<file path="config.mk">
export PLATFORM = sky130hd
export DESIGN_NAME = sdrcal_ctrl_flat
export DESIGN_NICKNAME = d
export VERILOG_FILES = /design/src/shared/sdrcal_pkg.sv /design/src/shared/sdrcal_if.sv /design/src/rtl/sdrcal_bank_tmr.sv /design/src/rtl/sdrcal_ctrl.sv /design/src/flat_wrapper.sv
export SDC_FILE = /design/constraint.sdc
export NUM_CORES = 1
export LEC_CHECK = 0
export BUFFER_PORTS_ARGS = -buffer_cell sky130_fd_sc_hd__buf_4
export CORE_ASPECT_RATIO = 1.1
export CORE_MARGIN = 1.5
export CORE_UTILIZATION = 45
export DETAILED_ROUTE_END_ITERATION = 8
export PLACE_DENSITY = 0.7
export SKIP_LAST_GASP = 1
export SYNTH_ARGS = -nofsm -noshare
export SYNTH_HDL_FRONTEND = slang
export SYNTH_SLANG_ARGS = --single-unit
</file>
<file path="constraint.sdc">
create_clock -name clk_i -period 2.5 [get_ports clk_i]
set_input_delay 0.375 -clock clk_i [delete_from_list [all_inputs] [get_ports clk_i]]
set_output_delay 0.375 -clock clk_i [all_outputs]
set_load 0.01 [all_outputs]
</file>
<file path="src/shared/sdrcal_pkg.sv">
// Shared constants and types for the calibration and bank access link
package sdrcal_pkg;
	localparam int          NUM_BANKS    = 8;
	localparam int          BANK_W       = 3;
	localparam int          ROW_W        = 14;
	localparam int          COL_W        = 10;
	localparam int          MA_W         = 8;
	localparam int          DQ_W         = 16;

	// Mode register addresses
	localparam logic [7:0]  MA_CAL       = 8'h0a;
	localparam logic [7:0]  MA_BANK_MASK = 8'h10;
	localparam logic [7:0]  MA_SEG_MASK  = 8'h11;
	localparam logic [7:0]  MA_PAT_A     = 8'h20;
	localparam logic [7:0]  MA_PAT_B     = 8'h28;
	localparam logic [7:0]  MA_RESET     = 8'h3f;
	localparam logic [7:0]  MA_INFO      = 8'h00;

	// Calibration codes
	localparam logic [7:0]  CAL_INIT     = 8'hff;
	localparam logic [7:0]  CAL_LONG     = 8'hab;
	localparam logic [7:0]  CAL_SHORT    = 8'h56;
	localparam logic [7:0]  CAL_RESET    = 8'hc3;

	// Reset values, fixed read patterns and info bit index
	localparam logic [7:0]  MASK_RST     = 8'h00;
	localparam logic [7:0]  PAT_A_VAL    = 8'h00;
	localparam logic [7:0]  PAT_B_VAL    = 8'h3c;
	localparam logic [7:0]  INFO_RST     = 8'h00;
	localparam int          INFO_REF_BIT = 0;

	// Command encodings on cmd bits 3:0
	localparam logic [3:0]  CMD_ACT      = 4'h2;
	localparam logic [3:0]  CMD_RD       = 4'h5;
	localparam logic [3:0]  CMD_WR       = 4'h1;
	localparam logic [3:0]  CMD_PRE      = 4'hb;
	localparam logic [3:0]  CMD_MRW      = 4'h0;
	localparam logic [3:0]  CMD_MRR      = 4'h8;

	// Timing, ns and cycles at 25 MHz
	localparam int          TCK_NS       = 40;
	localparam int          TRCD_NS      = 18;
	localparam int          TRC_NS       = 60;
	localparam int          TRRD_NS      = 10;
	localparam int          TFAW_NS      = 50;
	localparam int          TRPPB_NS     = 18;
	localparam int          TRPAB_NS     = 21;
	localparam int          TRCD_CYC     = (TRCD_NS + TCK_NS - 1) / TCK_NS;
	localparam int          TRC_CYC      = (TRC_NS + TCK_NS - 1) / TCK_NS;
	localparam int          TRRD_CYC     = (TRRD_NS + TCK_NS - 1) / TCK_NS;
	localparam int          TFAW_CYC     = (TFAW_NS + TCK_NS - 1) / TCK_NS;
	localparam int          TRPPB_CYC    = (TRPPB_NS + TCK_NS - 1) / TCK_NS;
	localparam int          TRPAB_CYC    = (TRPAB_NS + TCK_NS - 1) / TCK_NS + 1;
	localparam int          FAW_MAX      = 4;
	localparam int          RL_CYC       = 3;
	localparam int          TCCD_CYC     = 2;

	// Host register map over Wishbone
	localparam logic [3:0]  HR_CMD       = 4'h0;
	localparam logic [3:0]  HR_ADDR      = 4'h4;
	localparam logic [3:0]  HR_STAT      = 4'h8;
	localparam logic [3:0]  HR_RDATA     = 4'hc;
	localparam int          HC_OP_LSB    = 0;
	localparam int          HC_BL_LSB    = 4;
	localparam int          HC_DATA_LSB  = 8;
	localparam int          HA_COL_LSB   = 0;
	localparam int          HA_ROW_LSB   = 10;
	localparam int          HA_BANK_LSB  = 24;
	localparam int          HA_ALL_BIT   = 27;

	typedef enum logic [2:0] {
		SDRCAL_OP_NONE, SDRCAL_OP_ACT, SDRCAL_OP_RD, SDRCAL_OP_WR,
		SDRCAL_OP_PRE, SDRCAL_OP_MRW, SDRCAL_OP_MRR
	} sdrcal_op_t;
endpackage : sdrcal_pkg

</file>
<file path="src/shared/sdrcal_if.sv">
// Command, address and read data link between controller and device
`timescale 1ns/100ps
interface sdrcal_if;
	logic        cs_n;
	logic [3:0]  cmd;
	logic [19:0] ca;
	logic [7:0]  dq_o;
	logic        dq_oe;
	logic        dqs_o;
	logic        dqs_oe;
	logic        ref_pin_vdd;

	modport ctrl (output cs_n, output cmd, output ca, input dq_o, input dq_oe,
		input dqs_o, input dqs_oe);
	modport dev  (input cs_n, input cmd, input ca, output dq_o, output dq_oe,
		output dqs_o, output dqs_oe, input ref_pin_vdd);
endinterface : sdrcal_if

</file>
<file path="src/rtl/sdrcal_bank_tmr.sv">
// One down counter used for bank timing windows
`timescale 1ns/100ps
module sdrcal_bank_tmr #(
	parameter int W = 4
) (
	input  wire logic         clk_i,
	input  wire logic         rst_i,
	input  wire logic         load_i,
	input  wire logic [W-1:0] val_i,
	output logic              busy_o
);
	logic [W-1:0] cnt_q;

	always_ff @(posedge clk_i) begin
		if (rst_i) begin
			cnt_q <= '0;
		end else if (load_i) begin
			cnt_q <= val_i;
		end else if (cnt_q != '0) begin
			cnt_q <= cnt_q - 1'b1;
		end
	end

	assign busy_o = (cnt_q != '0);
endmodule : sdrcal_bank_tmr

</file>
<file path="src/rtl/sdrcal_ctrl.sv">
// Controller end: Wishbone slave that issues timed commands to the device
//
// Register access over Wishbone is this design's own decision.
`timescale 1ns/100ps
module sdrcal_ctrl (
	input  wire logic        clk_i,
	input  wire logic        rst_i,
	input  wire logic        wb_cyc_i,
	input  wire logic        wb_stb_i,
	input  wire logic        wb_we_i,
	input  wire logic [3:0]  wb_adr_i,
	input  wire logic [3:0]  wb_sel_i,
	input  wire logic [31:0] wb_dat_i,
	output logic [31:0]      wb_dat_o,
	output logic             wb_ack_o,
	sdrcal_if.ctrl           link
);
	localparam int TW = 4;
	localparam int NB = sdrcal_pkg::NUM_BANKS;

	logic [31:0]  cmd_q;
	logic [31:0]  adr_q;
	logic         pend_q;
	logic         err_q;
	logic [7:0]   rdata_q;
	logic [3:0]   cmd_o_q;
	logic         cs_n_q;
	logic [19:0]  ca_q;
	logic [2:0]   faw_cnt;
	logic         refused;
	logic [NB-1:0] rcd_busy, rc_busy, rp_busy, open_q;
	logic         rrd_busy, ccd_busy, load_rrd, load_ccd;
	logic [NB-1:0] load_act, load_pre;
	logic [TW-1:0] pre_val;
	logic         fire;
	logic         ok;
	logic [2:0]   op;
	logic [2:0]   bank;

	assign op   = cmd_q[sdrcal_pkg::HC_OP_LSB +: 3];
	assign bank = adr_q[sdrcal_pkg::HA_BANK_LSB +: 3];
	// Reserved calibration codes in SDRCAL_OP_MRW orders never reach the link
	assign refused = (op == 3'(sdrcal_pkg::SDRCAL_OP_MRW)) &
		(adr_q[7:0] == sdrcal_pkg::MA_CAL) &
		!(cmd_q[15:8] inside {sdrcal_pkg::CAL_INIT, sdrcal_pkg::CAL_LONG,
		sdrcal_pkg::CAL_SHORT, sdrcal_pkg::CAL_RESET});

	////////////////////////////////////////////////////////////////////////
	// Wishbone slave, answers one cycle after the strobe
	always_ff @(posedge clk_i) begin
		if (rst_i) begin
			wb_ack_o <= 1'b0;
			wb_dat_o <= 32'h0000_0000;
		end else begin
			wb_ack_o <= wb_cyc_i & wb_stb_i & ~wb_ack_o;
			if (wb_adr_i == sdrcal_pkg::HR_STAT) begin
				wb_dat_o <= {24'h00_0000, open_q[5:0], err_q, pend_q};
			end else if (wb_adr_i == sdrcal_pkg::HR_RDATA) begin
				wb_dat_o <= {24'h00_0000, rdata_q};
			end else if (wb_adr_i == sdrcal_pkg::HR_CMD) begin
				wb_dat_o <= cmd_q;
			end else if (wb_adr_i == sdrcal_pkg::HR_ADDR) begin
				wb_dat_o <= adr_q;
			end else begin
				wb_dat_o <= 32'h0000_0000;
			end
		end
	end

	////////////////////////////////////////////////////////////////////////
	// Order registers; a command write arms one issue
	always_ff @(posedge clk_i) begin
		if (rst_i) begin
			cmd_q  <= 32'h0000_0000;
			adr_q  <= 32'h0000_0000;
			pend_q <= 1'b0;
			err_q  <= 1'b0;
		end else begin
			if (wb_cyc_i & wb_stb_i & wb_we_i & ~wb_ack_o) begin
				if (wb_adr_i == sdrcal_pkg::HR_ADDR) begin
					adr_q <= wb_dat_i;
				end else if (wb_adr_i == sdrcal_pkg::HR_CMD) begin
					cmd_q  <= wb_dat_i;
					pend_q <= 1'b1;
					err_q  <= 1'b0;
				end
			end else if (fire) begin
				pend_q <= 1'b0;
			end
			// Refused order is dropped and flagged; the set comes last and wins
			if (pend_q & refused) begin
				pend_q <= 1'b0;
				err_q  <= 1'b1;
			end
		end
	end

	////////////////////////////////////////////////////////////////////////
	// Per-bank timers and the four-activate window
	genvar g;
	generate
		for (g = 0; g < NB; g++) begin : g_bank
			sdrcal_bank_tmr #(.W(TW)) u_rcd (.clk_i(clk_i), .rst_i(rst_i),
				.load_i(load_act[g]), .val_i(TW'(sdrcal_pkg::TRCD_CYC)),
				.busy_o(rcd_busy[g]));
			sdrcal_bank_tmr #(.W(TW)) u_rc (.clk_i(clk_i), .rst_i(rst_i),
				.load_i(load_act[g]), .val_i(TW'(sdrcal_pkg::TRC_CYC)),
				.busy_o(rc_busy[g]));
			sdrcal_bank_tmr #(.W(TW)) u_rp (.clk_i(clk_i), .rst_i(rst_i),
				.load_i(load_pre[g]), .val_i(pre_val),
				.busy_o(rp_busy[g]));
			assign load_act[g] = fire & (op == 3'(sdrcal_pkg::SDRCAL_OP_ACT)) &
				(bank == 3'(g));
			assign load_pre[g] = fire & (op == 3'(sdrcal_pkg::SDRCAL_OP_PRE)) &
				(adr_q[sdrcal_pkg::HA_ALL_BIT] | (bank == 3'(g)));
		end
	endgenerate

	assign pre_val = adr_q[sdrcal_pkg::HA_ALL_BIT] ? TW'(sdrcal_pkg::TRPAB_CYC) :
		TW'(sdrcal_pkg::TRPPB_CYC);
	assign load_rrd = |load_act;
	assign load_ccd = fire & (op inside {3'(sdrcal_pkg::SDRCAL_OP_RD),
		3'(sdrcal_pkg::SDRCAL_OP_WR)});

	sdrcal_bank_tmr #(.W(TW)) u_rrd (.clk_i(clk_i), .rst_i(rst_i), .load_i(load_rrd),
		.val_i(TW'(sdrcal_pkg::TRRD_CYC)), .busy_o(rrd_busy));
	// Every read and write loads TCCD_CYC; the burst length field is not used
	sdrcal_bank_tmr #(.W(TW)) u_ccd (.clk_i(clk_i), .rst_i(rst_i), .load_i(load_ccd),
		.val_i(TW'(sdrcal_pkg::TCCD_CYC)), .busy_o(ccd_busy));

	// Window of TFAW_CYC - 1 cycles counted; TFAW_CYC rounded up from ns
	logic [sdrcal_pkg::TFAW_CYC-1:0] faw_q;
	always_ff @(posedge clk_i) begin
		if (rst_i) begin
			faw_q <= '0;
		end else begin
			faw_q <= {faw_q[sdrcal_pkg::TFAW_CYC-2:0], load_rrd};
		end
	end
	always_comb begin
		faw_cnt = 3'h0;
		for (int i = 0; i < sdrcal_pkg::TFAW_CYC - 1; i++) begin
			faw_cnt = faw_cnt + 3'(faw_q[i]);
		end
	end

	////////////////////////////////////////////////////////////////////////
	// Issue check
	always_comb begin
		ok = 1'b1;
		case (op)
			3'(sdrcal_pkg::SDRCAL_OP_ACT): begin
				ok = !open_q[bank] && !rc_busy[bank] && !rp_busy[bank] && !rrd_busy &&
					(faw_cnt < 3'(sdrcal_pkg::FAW_MAX));
			end
			3'(sdrcal_pkg::SDRCAL_OP_RD), 3'(sdrcal_pkg::SDRCAL_OP_WR): begin
				ok = open_q[bank] && !rcd_busy[bank] && !ccd_busy;
			end
			3'(sdrcal_pkg::SDRCAL_OP_MRW): begin
				ok = !refused;
			end
			default: ok = 1'b1;
		endcase
	end
	assign fire = pend_q & ok & !err_q & (op != 3'(sdrcal_pkg::SDRCAL_OP_NONE));

	always_ff @(posedge clk_i) begin
		if (rst_i) begin
			open_q <= '0;
		end else begin
			open_q <= (open_q | load_act) & ~load_pre;
		end
	end

	////////////////////////////////////////////////////////////////////////
	// Link drive; one cycle per command
	always_ff @(posedge clk_i) begin
		if (rst_i) begin
			cs_n_q  <= 1'b1;
			cmd_o_q <= 4'hf;
			ca_q    <= 20'h0_0000;
		end else if (fire) begin
			cs_n_q <= 1'b0;
			case (op)
				3'(sdrcal_pkg::SDRCAL_OP_ACT): cmd_o_q <= sdrcal_pkg::CMD_ACT;
				3'(sdrcal_pkg::SDRCAL_OP_RD):  cmd_o_q <= sdrcal_pkg::CMD_RD;
				3'(sdrcal_pkg::SDRCAL_OP_WR):  cmd_o_q <= sdrcal_pkg::CMD_WR;
				3'(sdrcal_pkg::SDRCAL_OP_PRE): cmd_o_q <= sdrcal_pkg::CMD_PRE;
				3'(sdrcal_pkg::SDRCAL_OP_MRR): cmd_o_q <= sdrcal_pkg::CMD_MRR;
				default:                       cmd_o_q <= sdrcal_pkg::CMD_MRW;
			endcase
			if (op == 3'(sdrcal_pkg::SDRCAL_OP_ACT)) begin
				ca_q <= {3'h0, bank, adr_q[sdrcal_pkg::HA_ROW_LSB +: 14]};
			end else if (op inside {3'(sdrcal_pkg::SDRCAL_OP_RD),
				3'(sdrcal_pkg::SDRCAL_OP_WR)}) begin
				ca_q <= {7'h00, bank, adr_q[9:0]};
			end else if (op == 3'(sdrcal_pkg::SDRCAL_OP_PRE)) begin
				ca_q <= {adr_q[sdrcal_pkg::HA_ALL_BIT], 16'h0000, bank};
			end else begin
				ca_q <= {4'h0, cmd_q[15:8], adr_q[7:0]};
			end
		end else begin
			cs_n_q  <= 1'b1;
			cmd_o_q <= 4'hf;
		end
	end

	assign link.cs_n = cs_n_q;
	assign link.cmd  = cmd_o_q;
	assign link.ca   = ca_q;

	// First strobe rise captures the read byte
	logic dqs_d1_q;
	always_ff @(posedge clk_i) begin
		if (rst_i) begin
			dqs_d1_q <= 1'b0;
			rdata_q  <= 8'h00;
		end else begin
			dqs_d1_q <= link.dqs_o & link.dqs_oe;
			if (link.dqs_oe & link.dqs_o & !dqs_d1_q) begin
				rdata_q <= link.dq_o;
			end
		end
	end
endmodule : sdrcal_ctrl

</file>
<file path="src/flat_wrapper.sv">
// flat-port wrapper written by rule: the top's interface ports become plain ports
module sdrcal_ctrl_flat 
  (clk_i, rst_i, wb_cyc_i, wb_stb_i, wb_we_i, wb_adr_i, wb_sel_i, wb_dat_i, wb_dat_o, wb_ack_o, link_cs_n, link_cmd, link_ca, link_dq_o, link_dq_oe, link_dqs_o, link_dqs_oe);
  sdrcal_if link_i ();
  input  wire logic clk_i;
  input  wire logic rst_i;
  input  wire logic wb_cyc_i;
  input  wire logic wb_stb_i;
  input  wire logic wb_we_i;
  input  wire logic [3:0] wb_adr_i;
  input  wire logic [3:0] wb_sel_i;
  input  wire logic [31:0] wb_dat_i;
  output logic [31:0] wb_dat_o;
  output logic wb_ack_o;
  output wire logic [$bits(link_i.cs_n)-1:0] link_cs_n;
  output wire logic [$bits(link_i.cmd)-1:0] link_cmd;
  output wire logic [$bits(link_i.ca)-1:0] link_ca;
  input wire logic [$bits(link_i.dq_o)-1:0] link_dq_o;
  input wire logic [$bits(link_i.dq_oe)-1:0] link_dq_oe;
  input wire logic [$bits(link_i.dqs_o)-1:0] link_dqs_o;
  input wire logic [$bits(link_i.dqs_oe)-1:0] link_dqs_oe;
  assign link_cs_n = link_i.cs_n;
  assign link_cmd = link_i.cmd;
  assign link_ca = link_i.ca;
  assign link_i.dq_o = link_dq_o;
  assign link_i.dq_oe = link_dq_oe;
  assign link_i.dqs_o = link_dqs_o;
  assign link_i.dqs_oe = link_dqs_oe;
  sdrcal_ctrl u_core (.clk_i(clk_i), .rst_i(rst_i), .wb_cyc_i(wb_cyc_i), .wb_stb_i(wb_stb_i), .wb_we_i(wb_we_i), .wb_adr_i(wb_adr_i), .wb_sel_i(wb_sel_i), .wb_dat_i(wb_dat_i), .wb_dat_o(wb_dat_o), .wb_ack_o(wb_ack_o), .link(link_i));
endmodule
</file>
==> results of run 1 <==
[Yosys cell counts (21+ instances only)]
library cell  instances  area [µm²]
dfxtp_1             243        4860
nand2_1             175         657
a21oi_1             165         826
nor2_1              117         439
nor3_1               70         350
clkbuf_1             57         214
inv_1                51         191
a22oi_1              36         270
ha_1                 27         338
o21ai_0              22         110
nand2b_1             21         131
or3_1                21         131
[layout make-up]
type | instances | area, µm²
Timing Repair Buffer | 202 | 1600
Multi-Input combinational cell | 875 | 5260
Clock buffer | 34 | 709
Inverter | 51 | 191
Sequential cell | 243 | 4870
Tap cell | 300 | 375
Fill cell | 2016 | 9720
Clock inverter | 11 | 143
[worst reg2reg max path, cell delays in order (launching register included)]
cell and delay [ps]:
dfxtp_1 330, inv_2 70, ha_4 140, or3b_4 370, or4_4 440, a311oi_4 260, buf_4 180, a32o_2 160
buf_12 140, nor4_1 60, a211oi_1 250
[per-layer routing]
layer / part of all wire / vias to the layer above / routed length [µm]
met3: 0.048 / 52 / 1340
met5: 0 / - / 0
met2: 0.51 / 233 / 14200
li1: - / 4641 / -
met4: 0.029 / 0 / 794
met1: 0.41 / 4410 / 11400
[final timing paths]
path | depth (start not counted) | slack [ps] | endpoint
worst max register to register | 10 | 20 | u_core.link.ca[4]$_SDFFE_PP0N_
worst min-delay path | 2 | 90 | u_core.dqs_d1_q$_SDFF_PP0_
worst max-delay path | 10 | 20 | u_core.link.ca[4]$_SDFFE_PP0N_
worst min register to register | 2 | 460 | u_core.adr_q[30]$_SDFFE_PP0P_
[registers in the layout, indices dropped and copies added, names as in the netlist]
name	flops
u_core.adr_q	32
u_core.cmd_q	32
u_core.g_bank.u_rc.cnt_q	32
u_core.g_bank.u_rcd.cnt_q	32
u_core.g_bank.u_rp.cnt_q	32
u_core.wb_dat_o	32
u_core.link.ca	18
u_core.open_q	8
u_core.rdata_q	8
u_core.link.cmd	4
u_core.u_ccd.cnt_q	4
u_core.u_rrd.cnt_q	4
u_core.dqs_d1_q	1
u_core.err_q	1
u_core.link.cs_n	1
u_core.pend_q	1
u_core.wb_ack_o	1
[per-stage QoR]
stage	total power, W	setup slack [ps]
detailed placement	0.00826	-55.1
finish	0.0121	23.9
floorplan	0.00710	2.35
global route	0.0129	-57.8
CTS	0.0121	17.4
global placement	0.00814	6.04
[power groups by stage]
stage	Sequential (W)	Clock, W	Combinational [W]
detailed placement	0.00475	0	0.00351
global placement	0.00474	0	0.00340
CTS	0.00468	0.00391	0.00355
global route	0.00476	0.00406	0.00410
floorplan	0.00467	0	0.00243
finish	0.00468	0.00384	0.00355
[logic make-up after synthesis]
logic type / after synthesis / synth area share
simple gates: 509 / 0.232
compound gates: 289 / 0.169
buf+inv: 119 / 0.0448
fa+ha+maj: 27 / 0.0322
mux: 30 / 0.0437
xor+xnor: 18 / 0.0150
other cells: 1 / 0.000357
flops: 243 / 0.463
[timing repair]
item | 4_1_cts | 5_1_grt
endpoints found under the hold margin | 0 | 0
setup endpoints to repair | 13 | 28
pin swaps | 2 | 10
resized for setup | 2 | 15
setup buffers | 0 | 3
==> results.json, run 1 <==
{
  "status": "completed",
  "yosysUniqueCellTypes": 60,
  "vias": 9336,
  "nets": 1481,
  "timing.max_cap.violations": 0,
  "die_y_um": 163,
  "rows": 58,
  "clk_latency_ps": 520,
  "final-max-slew-violation-count": 0,
  "totalWireLength_um": 27700,
  "p_leak_nw": 5.22,
  "grt_util_met3": 0.0341,
  "dp_cells": 1668,
  "skew_ps": 15.4,
  "grt_pass1_vias": 9091,
  "syn_avg_cell_area_um2": 8.50,
  "cp_slowest_cell": "or4_4",
  "cp_top_family": "simple AND/OR/NAND/NOR gates",
  "postLayoutCellArea_mm2": 0.0131,
  "grt_antenna_before_repair": 0,
  "switchingPower_w": 0.00352,
  "peakVddDrop_uv": 568,
  "path_cells": "inv_2 > ha_4 > or3b_4 > or4_4 > a311oi_4 > buf_4 > a32o_2 > buf_12 > nor4_1 > a211oi_1",
  "max-slew-margin-rel": 0.547,
  "met2_usage": 0.423,
  "final_cell_mix": "242 x dfxtp_1, 194 x buf_4, 174 x nand2_1",
  "async_flop_share": 0,
  "finalSetupViolations": 0,
  "ys.flop_type": "dfxtp_1",
  "ys_ff_latch": 243,
  "hpwl_um": 19400,
  "post-route-min-period_ps": 2480,
  "internal_power_w": 0.00856,
  "cts_sinks": 243,
  "dieWidth_um": 149,
  "grt_first_pass_wirelength_um": 45500,
  "crit_fanout": 10,
  "h-tree-depth": 1,
  "core_area_mm2": 0.0229,
  "finalSetupTns_ps": 0,
  "final_layout_size_suffix_gt1_frac": 0.203,
  "grt_busiest_layer": "met2",
  "dpl-instance-area_mm2": 0.0122,
  "final_common_cell": "dfxtp_1",
  "io_buffers": 106,
  "crit_type": "register to register",
  "fin_util": 0.575,
  "met1_usage": 0.274,
  "path_buf_inv": 3,
  "syn2layout_area_growth_pct": 25.1,
  "reg2reg_from": "u_core.g_bank[4].u_rp.cnt_q[1]$_SDFFE_PP0P_",
  "hold_buffers": 0,
  "p_per_area_mw_per_mm2": 919,
  "p_clk_frac": 0.318,
  "syn_inst": 1236,
  "p_comb_frac": 0.294,
  "routedWlPerCell_um": 16.2,
  "drtPass1Iterations": 5,
  "start_util": 0.460,
  "holdCritPathClass": "primary input to register",
  "antenna_left": 0,
  "clockBufferDepth": 3,
  "cts_buffers": 25,
  "routabilityCongestion": 0.887,
  "drcViolationCount": 0,
  "whs_ps": 89.7,
  "clkSlewWorstSetupHoldPaths_ps": 60,
  "ys_seq_area_frac": 0.463,
  "dieArea_mm2": 0.0243,
  "period_share": 0.990,
  "required_ps": 2920,
  "final_cells": 1716,
  "swShare": 0.291,
  "synth-edff-count": 0,
  "grt_start_max_net_pins": 146,
  "grt_usage": 0.231,
  "ys_warn_count": 0,
  "antenna_cells": 0,
  "cts_root_buf": "clkbuf_16",
  "drt_iter0_drc": 583,
  "cp_slowest_stage_delay_ps": 440,
  "tightest_slew_ps": 680,
  "startpoint": "u_core.g_bank[4].u_rp.cnt_q[1]$_SDFFE_PP0P_",
  "arrival_ps": 2900,
  "end_kind": "register",
  "vias_per_cell": 5.44,
  "cts_tree": "done",
  "startpoint_type": "register",
  "synthesis.area_mm2": 0.0105,
  "grt_overflow": 0,
  "finalHoldViolCount": 0,
  "rsz0062_at_grt": "yes",
  "num_io_pins": 114,
  "power_frac_seq": 0.388,
  "worstHoldStart": "link_dqs_oe",
  "fmax_mhz": 404
}
(Power assumes the default switching activity.)
==> run 2, diff against run 1 <==
--- a/config.mk
+++ b/config.mk
@@ -6,11 +6,13 @@
 export NUM_CORES = 1
 export LEC_CHECK = 0
 export BUFFER_PORTS_ARGS = -buffer_cell sky130_fd_sc_hd__buf_4
+export CELL_PAD_IN_SITES_DETAIL_PLACEMENT = 2
+export CELL_PAD_IN_SITES_GLOBAL_PLACEMENT = 2
 export CORE_ASPECT_RATIO = 1.1
 export CORE_MARGIN = 1.5
-export CORE_UTILIZATION = 45
+export CORE_UTILIZATION = 32
 export DETAILED_ROUTE_END_ITERATION = 8
-export PLACE_DENSITY = 0.7
+export PLACE_DENSITY = 0.81
 export SKIP_LAST_GASP = 1
 export SYNTH_ARGS = -nofsm -noshare
 export SYNTH_HDL_FRONTEND = slang
==> run 2 against run 1 <==
Largest power group unchanged. Via count rose by 5.5%. The run now ends with negative setup slack left. Die area rose by 40%. Maximum frequency fell by 3.3%.
==> results.json, run 2 (synthesis results as in run 1) <==
{
  "arrival_ps": 3020,
  "grt_overflow": 0,
  "grt_first_pass_wirelength_um": 59900,
  "grt_usage": 0.223,
  "timing.max_cap.violations": 0,
  "post-route-min-period_ps": 2560,
  "rows": 69,
  "die_y_um": 193,
  "crit_type": "register to register",
  "finalSetupViolations": 14,
  "totalWireLength_um": 38200,
  "end_kind": "register",
  "violations": "negative setup slack",
  "startpoint_type": "register",
  "routedWlPerCell_um": 20.8,
  "tightest_slew_ps": 831,
  "peakVddDrop_uv": 458,
  "routabilityCongestion": 0.773,
  "p_per_area_mw_per_mm2": 943,
  "num_io_pins": 114,
  "grt_antenna_before_repair": 0,
  "worstHoldStart": "link_dq_o[2]",
  "clockBufferDepth": 3,
  "grt_start_max_net_pins": 77,
  "fmax_mhz": 390,
  "start_util": 0.325,
  "nets": 1474,
  "syn2layout_area_growth_pct": 27.4,
  "core_area_mm2": 0.0323,
  "reg2reg_from": "u_core.g_bank[4].u_rp.cnt_q[0]$_SDFFE_PP0P_",
  "final_layout_size_suffix_gt1_frac": 0.222,
  "cts_buffers": 28,
  "final_common_cell": "dfxtp_1",
  "skew_ps": 26.4,
  "path_cells": "inv_2 > ha_4 > or3b_4 > or4_4 > a311oi_4 > buf_4 > a32o_2 > buf_12 > nor4_2 > a211oi_1",
  "antenna_left": 0,
  "hold_path_end": "u_core.rdata_q[2]$_SDFFE_PP0P_",
  "rsz0062_at_grt": "yes",
  "clk_latency_ps": 580,
  "final-max-slew-violation-count": 0,
  "min_path_cells": 3,
  "h-tree-depth": 1,
  "final_cell_mix": "233 x dfxtp_1, 184 x buf_4, 174 x nand2_1",
  "finalHoldViolCount": 0,
  "vias_per_cell": 5.37,
  "crit_fanout": 10,
  "dieWidth_um": 176,
  "rrSetupSlack_ps": -60,
  "postLayoutCellArea_mm2": 0.0134,
  "cts_root_buf": "clkbuf_16",
  "ff2ff_path_depth": 10,
  "cp_slowest_cell": "or4_4",
  "period_share": 1.02,
  "drt_iter0_drc": 518,
  "antenna_cells": 0,
  "holdCritPathClass": "primary input to register",
  "setup_slack_ps": -61.1,
  "hold_buffers": 0,
  "r2r-end": "u_core.link.ca[13]$_SDFFE_PP0N_",
  "drcViolationCount": 0,
  "cts_tree": "done",
  "io_buffers": 106,
  "max-slew-margin-rel": 0.446,
  "required_ps": 2960,
  "hpwl_um": 25900,
  "vias": 9851,
  "cts_sinks": 243,
  "dieArea_mm2": 0.0339,
  "cp_slowest_stage_delay_ps": 450,
  "p_leak_nw": 5.21,
  "status": "complete, but fails checks",
  "grt_pass1_vias": 11000,
  "drtPass1Iterations": 5,
  "clkSlewWorstSetupHoldPaths_ps": 60,
  "dpl-instance-area_mm2": 0.0123,
  "startpoint": "u_core.g_bank[4].u_rp.cnt_q[0]$_SDFFE_PP0P_",
  "place_ws_ps": -158
}
==> run 2: final cells by class <==
type | count | area [µm²]
clock buffer | 43 | 857
clock inverter | 6 | 57.6
fill | 3596 | 18900
inverter | 51 | 191
multi-input combinational | 875 | 5340
sequential | 243 | 4880
tap | 426 | 533
timing repair buffer | 192 | 1520
==> run 2: worst max-delay path by stage <==
| stage | end | slack [ps] | depth (start not counted) |
|---|---|---|---|
| 2_1_floorplan | u_core.link.ca[2]$_SDFFE_PP0N_ | 2 | 9 |
| 3_3_place_gp | u_core.link.ca[5]$_SDFFE_PP0N_ | 30 | 10 |
| 3_5_place_dp | u_core.link.ca[6]$_SDFFE_PP0N_ | -160 | 10 |
| 4_1_cts | u_core.link.ca[4]$_SDFFE_PP0N_ | -8 | 10 |
| 5_1_grt | u_core.link.ca[13]$_SDFFE_PP0N_ | -170 | 10 |
| 6_report | u_core.link.ca[13]$_SDFFE_PP0N_ | -60 | 10 |
==> run 2: where the power goes <==
group | total (W) | internal, W | switching, W
clock | 0.00407 | 0.00235 | 0.00172
combinational | 0.00380 | 0.00188 | 0.00192
sequential | 0.00474 | 0.00436 | 0.000388
==> run 2: what timing repair did <==
item / 4_1_cts / 5_1_grt
buffers inserted: 1 / 8
gates resized for setup: 15 / 38
pin swaps: 4 / 16
hold endpoints to repair: 0 / 0
setup endpoints to repair: 31 / 68
==> run 2: critical path, delay by kind of cell (launching register included) <==
kind	cells	cell delay (ps)
compound gates	3	690
fa+ha+maj	1	140
flops	1	330
buf+inv	3	400
simple gates	3	890
==> run 2: through the flow <==
| step | TNS, ps | hold slack (ps) | util | instances | total power (W) |
|---|---|---|---|---|---|
| floorplan | 0 | 422 | - | 1237 | 0.00710 |
| global placement | 0 | 439 | 0.380 | 1780 | 0.00809 |
| detailed placement | -1130 | 443 | 0.380 | 1780 | 0.00846 |
| CTS | -8.34 | 33.0 | 0.410 | 1830 | 0.0126 |
| global route | -3430 | 62.5 | 0.414 | 1836 | 0.0134 |
| finish | -358 | 44.9 | 0.414 | 1836 | 0.0126 |
==> run 2: per-layer routing <==
layer,GRT usage,vias up,routed length [µm]
li1,-,4622,-
met1,0.244,4944,15300
met2,0.430,184,20200
met3,0.0300,101,1140
met4,0.0953,0,1580
met5,0,-,0
==> run 3, diff against run 2 <==
--- a/config.mk
+++ b/config.mk
@@ -5,6 +5,7 @@
 export SDC_FILE = /design/constraint.sdc
 export NUM_CORES = 1
 export LEC_CHECK = 0
+export ABC_AREA = 0
 export BUFFER_PORTS_ARGS = -buffer_cell sky130_fd_sc_hd__buf_4
 export CELL_PAD_IN_SITES_DETAIL_PLACEMENT = 2
 export CELL_PAD_IN_SITES_GLOBAL_PLACEMENT = 2
==> constraint.sdc (replaced) <==
create_clock -name clk_i -period 2.2 [get_ports clk_i]
set_input_delay 0.33 -clock clk_i [delete_from_list [all_inputs] [get_ports clk_i]]
set_output_delay 0.33 -clock clk_i [all_outputs]
set_load 0.01 [all_outputs]
==> run 3 against run 2 <==
The run still ends with negative setup slack left. Clock power is 23% higher. Sequential share of layout area shrank 3.9 points. Worst hold slack lost 19 ps. Clock-buffer cell count down 6. Critical path depth unchanged. Maximum frequency fell by 3.2%. Register-to-register slack worse by 380 ps. Sequential power up 16%. Global-route usage rose by 9.1 points. Total power is 33% higher.
==> results.json, run 3 (synthesis results as in run 1) <==
{
  "status": "complete, but fails checks",
  "violations": "negative setup slack",
  "final_cells": 1965,
  "final_cell_mix": "292 x buf_4, 218 x dfxtp_1, 170 x nand2_1",
  "path_cells": "inv_2 > ha_4 > or3b_4 > or4_4 > a311oi_4 > buf_4 > a32oi_4 > nand3_4 > buf_6 > mux2i_1",
  "clockBufferDepth": 3,
  "crit_fanout": 7,
  "vias": 11600,
  "holdCritPathClass": "primary input to register",
  "final-max-slew-violation-count": 0,
  "worstHoldStart": "wb_dat_i[21]",
  "final_common_cell": "buf_4",
  "ff2ff_path_depth": 10,
  "rsz0062_at_grt": "yes",
  "fmax_mhz": 378,
  "antenna_left": 0,
  "dp_cells": 1877,
  "end_kind": "register",
  "cts_root_buf": "clkbuf_16",
  "final_layout_size_suffix_gt1_frac": 0.349,
  "totalWireLength_um": 57800,
  "total_power_w": 0.0168,
  "vias_per_cell": 5.89,
  "start_util": 0.325,
  "reg2reg_from": "u_core.g_bank[4].u_rp.cnt_q[0]$_SDFFE_PP0P_",
  "fin_util": 0.465,
  "hold_path_end": "u_core.cmd_q[21]$_SDFFE_PP0P_",
  "drtPass1Iterations": 5,
  "cp_top_family": "simple AND/OR/NAND/NOR gates",
  "post-route-min-period_ps": 2650,
  "startpoint": "u_core.g_bank[4].u_rp.cnt_q[0]$_SDFFE_PP0P_",
  "drt_iter0_drc": 774,
  "finalHoldViolCount": 0,
  "dieArea_mm2": 0.0339,
  "grt_pass1_vias": 12800,
  "p_leak_nw": 6.00,
  "dieWidth_um": 176,
  "max-slew-margin-rel": 0.501,
  "grt_start_max_net_pins": 107,
  "hpwl_um": 29500,
  "drcViolationCount": 0,
  "cts_tree": "done",
  "grt_first_pass_wirelength_um": 81300,
  "die_y_um": 193,
  "timing.max_cap.violations": 0,
  "rows": 69,
  "core_area_mm2": 0.0323,
  "setup_slack_ps": -445,
  "p_per_area_mw_per_mm2": 1120,
  "cts_buffers": 28,
  "finalSetupViolations": 82,
  "clkSlewWorstSetupHoldPaths_ps": 70,
  "r2r-end": "u_core.link.ca[12]$_SDFFE_PP0N_",
  "cts_sinks": 243,
  "skew_ps": 30.1,
  "peakVddDrop_uv": 617,
  "required_ps": 2670,
  "period_share": 1.20,
  "min_path_cells": 3,
  "routabilityCongestion": 0.839,
  "routedWlPerCell_um": 29.4,
  "cp_slowest_cell": "or4_4",
  "clk_latency_ps": 570,
  "antenna_cells": 0,
  "filler_cell_count": 3412,
  "startpoint_type": "register",
  "cp_slowest_stage_delay_ps": 450,
  "crit_type": "register to register",
  "grt_antenna_before_repair": 0,
  "io_buffers": 106,
  "syn2layout_area_growth_pct": 43.0,
  "h-tree-depth": 1,
  "grt_overflow": 0,
  "tightest_slew_ps": 747,
  "num_io_pins": 114,
  "path_buf_inv": 3,
  "grt_usage": 0.314,
  "place_ws_ps": -415,
  "nets": 1601,
  "rrSetupSlack_ps": -450,
  "arrival_ps": 3110
}
[run 3: cell types whose count changed in the layout (fill, tap and decap cells not counted), sizes merged]
cell / change
buf: +126
clkinv: +6
bufinv: +3
clkbuf: -6
nand3: +1
clkinvlp: -1
[run 3: timing repair]
action | in CTS | in global routing
setup buffers | 24 | 19
gates cloned | 2 | 0
pin swaps | 30 | 25
setup endpoints to repair | 86 | 103
hold buffers | 0 | 0
gates resized for setup | 127 | 79
[run 3: through the flow]
step | TNS [ps] | hold WS (ps) | cell area, µm²
detailed placement | -14550 | 455 | 13000
floorplan | -2310 | 422 | 10500
CTS | -8300 | 8.10 | 14600
finish | -18640 | 25.5 | 15000
global placement | -7640 | 442 | 13000
global route | -20720 | 39.6 | 15000
[run 3: where the power goes]
group | total, W | internal (W) | switching [W] | leakage (nW)
sequential | 0.00550 | 0.00496 | 0.000530 | 1.98
combinational | 0.00628 | 0.00304 | 0.00324 | 3.54
clock | 0.00502 | 0.00288 | 0.00214 | 0.476
total | 0.0168 | 0.0109 | 0.00591 | 6.00
[run 3: per-layer routing]
layer  up-vias  part of all wire  global-route usage
met4         0             0.081               0.197
li1       4903                 -                   -
met5         -                 0                   0
met1      5799              0.36               0.329
met3       297             0.050              0.0457
met2       572              0.51               0.592
[run 3: worst max path at each step]
stage,cells after the start,slack [ps],endpoint
global route,10,-490,u_core.link.ca[12]$_SDFFE_PP0N_
floorplan,9,-270,u_core.link.ca[2]$_SDFFE_PP0N_
CTS,10,-280,u_core.link.ca[8]$_SDFFE_PP0N_
global placement,10,-300,u_core.link.ca[15]$_SDFFE_PP0N_
finish,10,-450,u_core.link.ca[12]$_SDFFE_PP0N_
detailed placement,10,-410,u_core.link.ca[6]$_SDFFE_PP0N_
[run 3: final cells by class]
class | count | area, µm² | area share
inverters | 51 | 191 | 0.0127
multi-input cells | 876 | 5920 | 0.394
clock buffers | 37 | 796 | 0.0530
flip-flops and latches | 243 | 4900 | 0.326
clock inverters | 14 | 145 | 0.00966
repair buffers | 318 | 2540 | 0.169
well taps | 426 | 533 | 0.0355
[run 3: tightest hold or removal path, stage by stage]
cell     delay [ps]
buf_4           110
nand2_1          50
a21oi_1          50
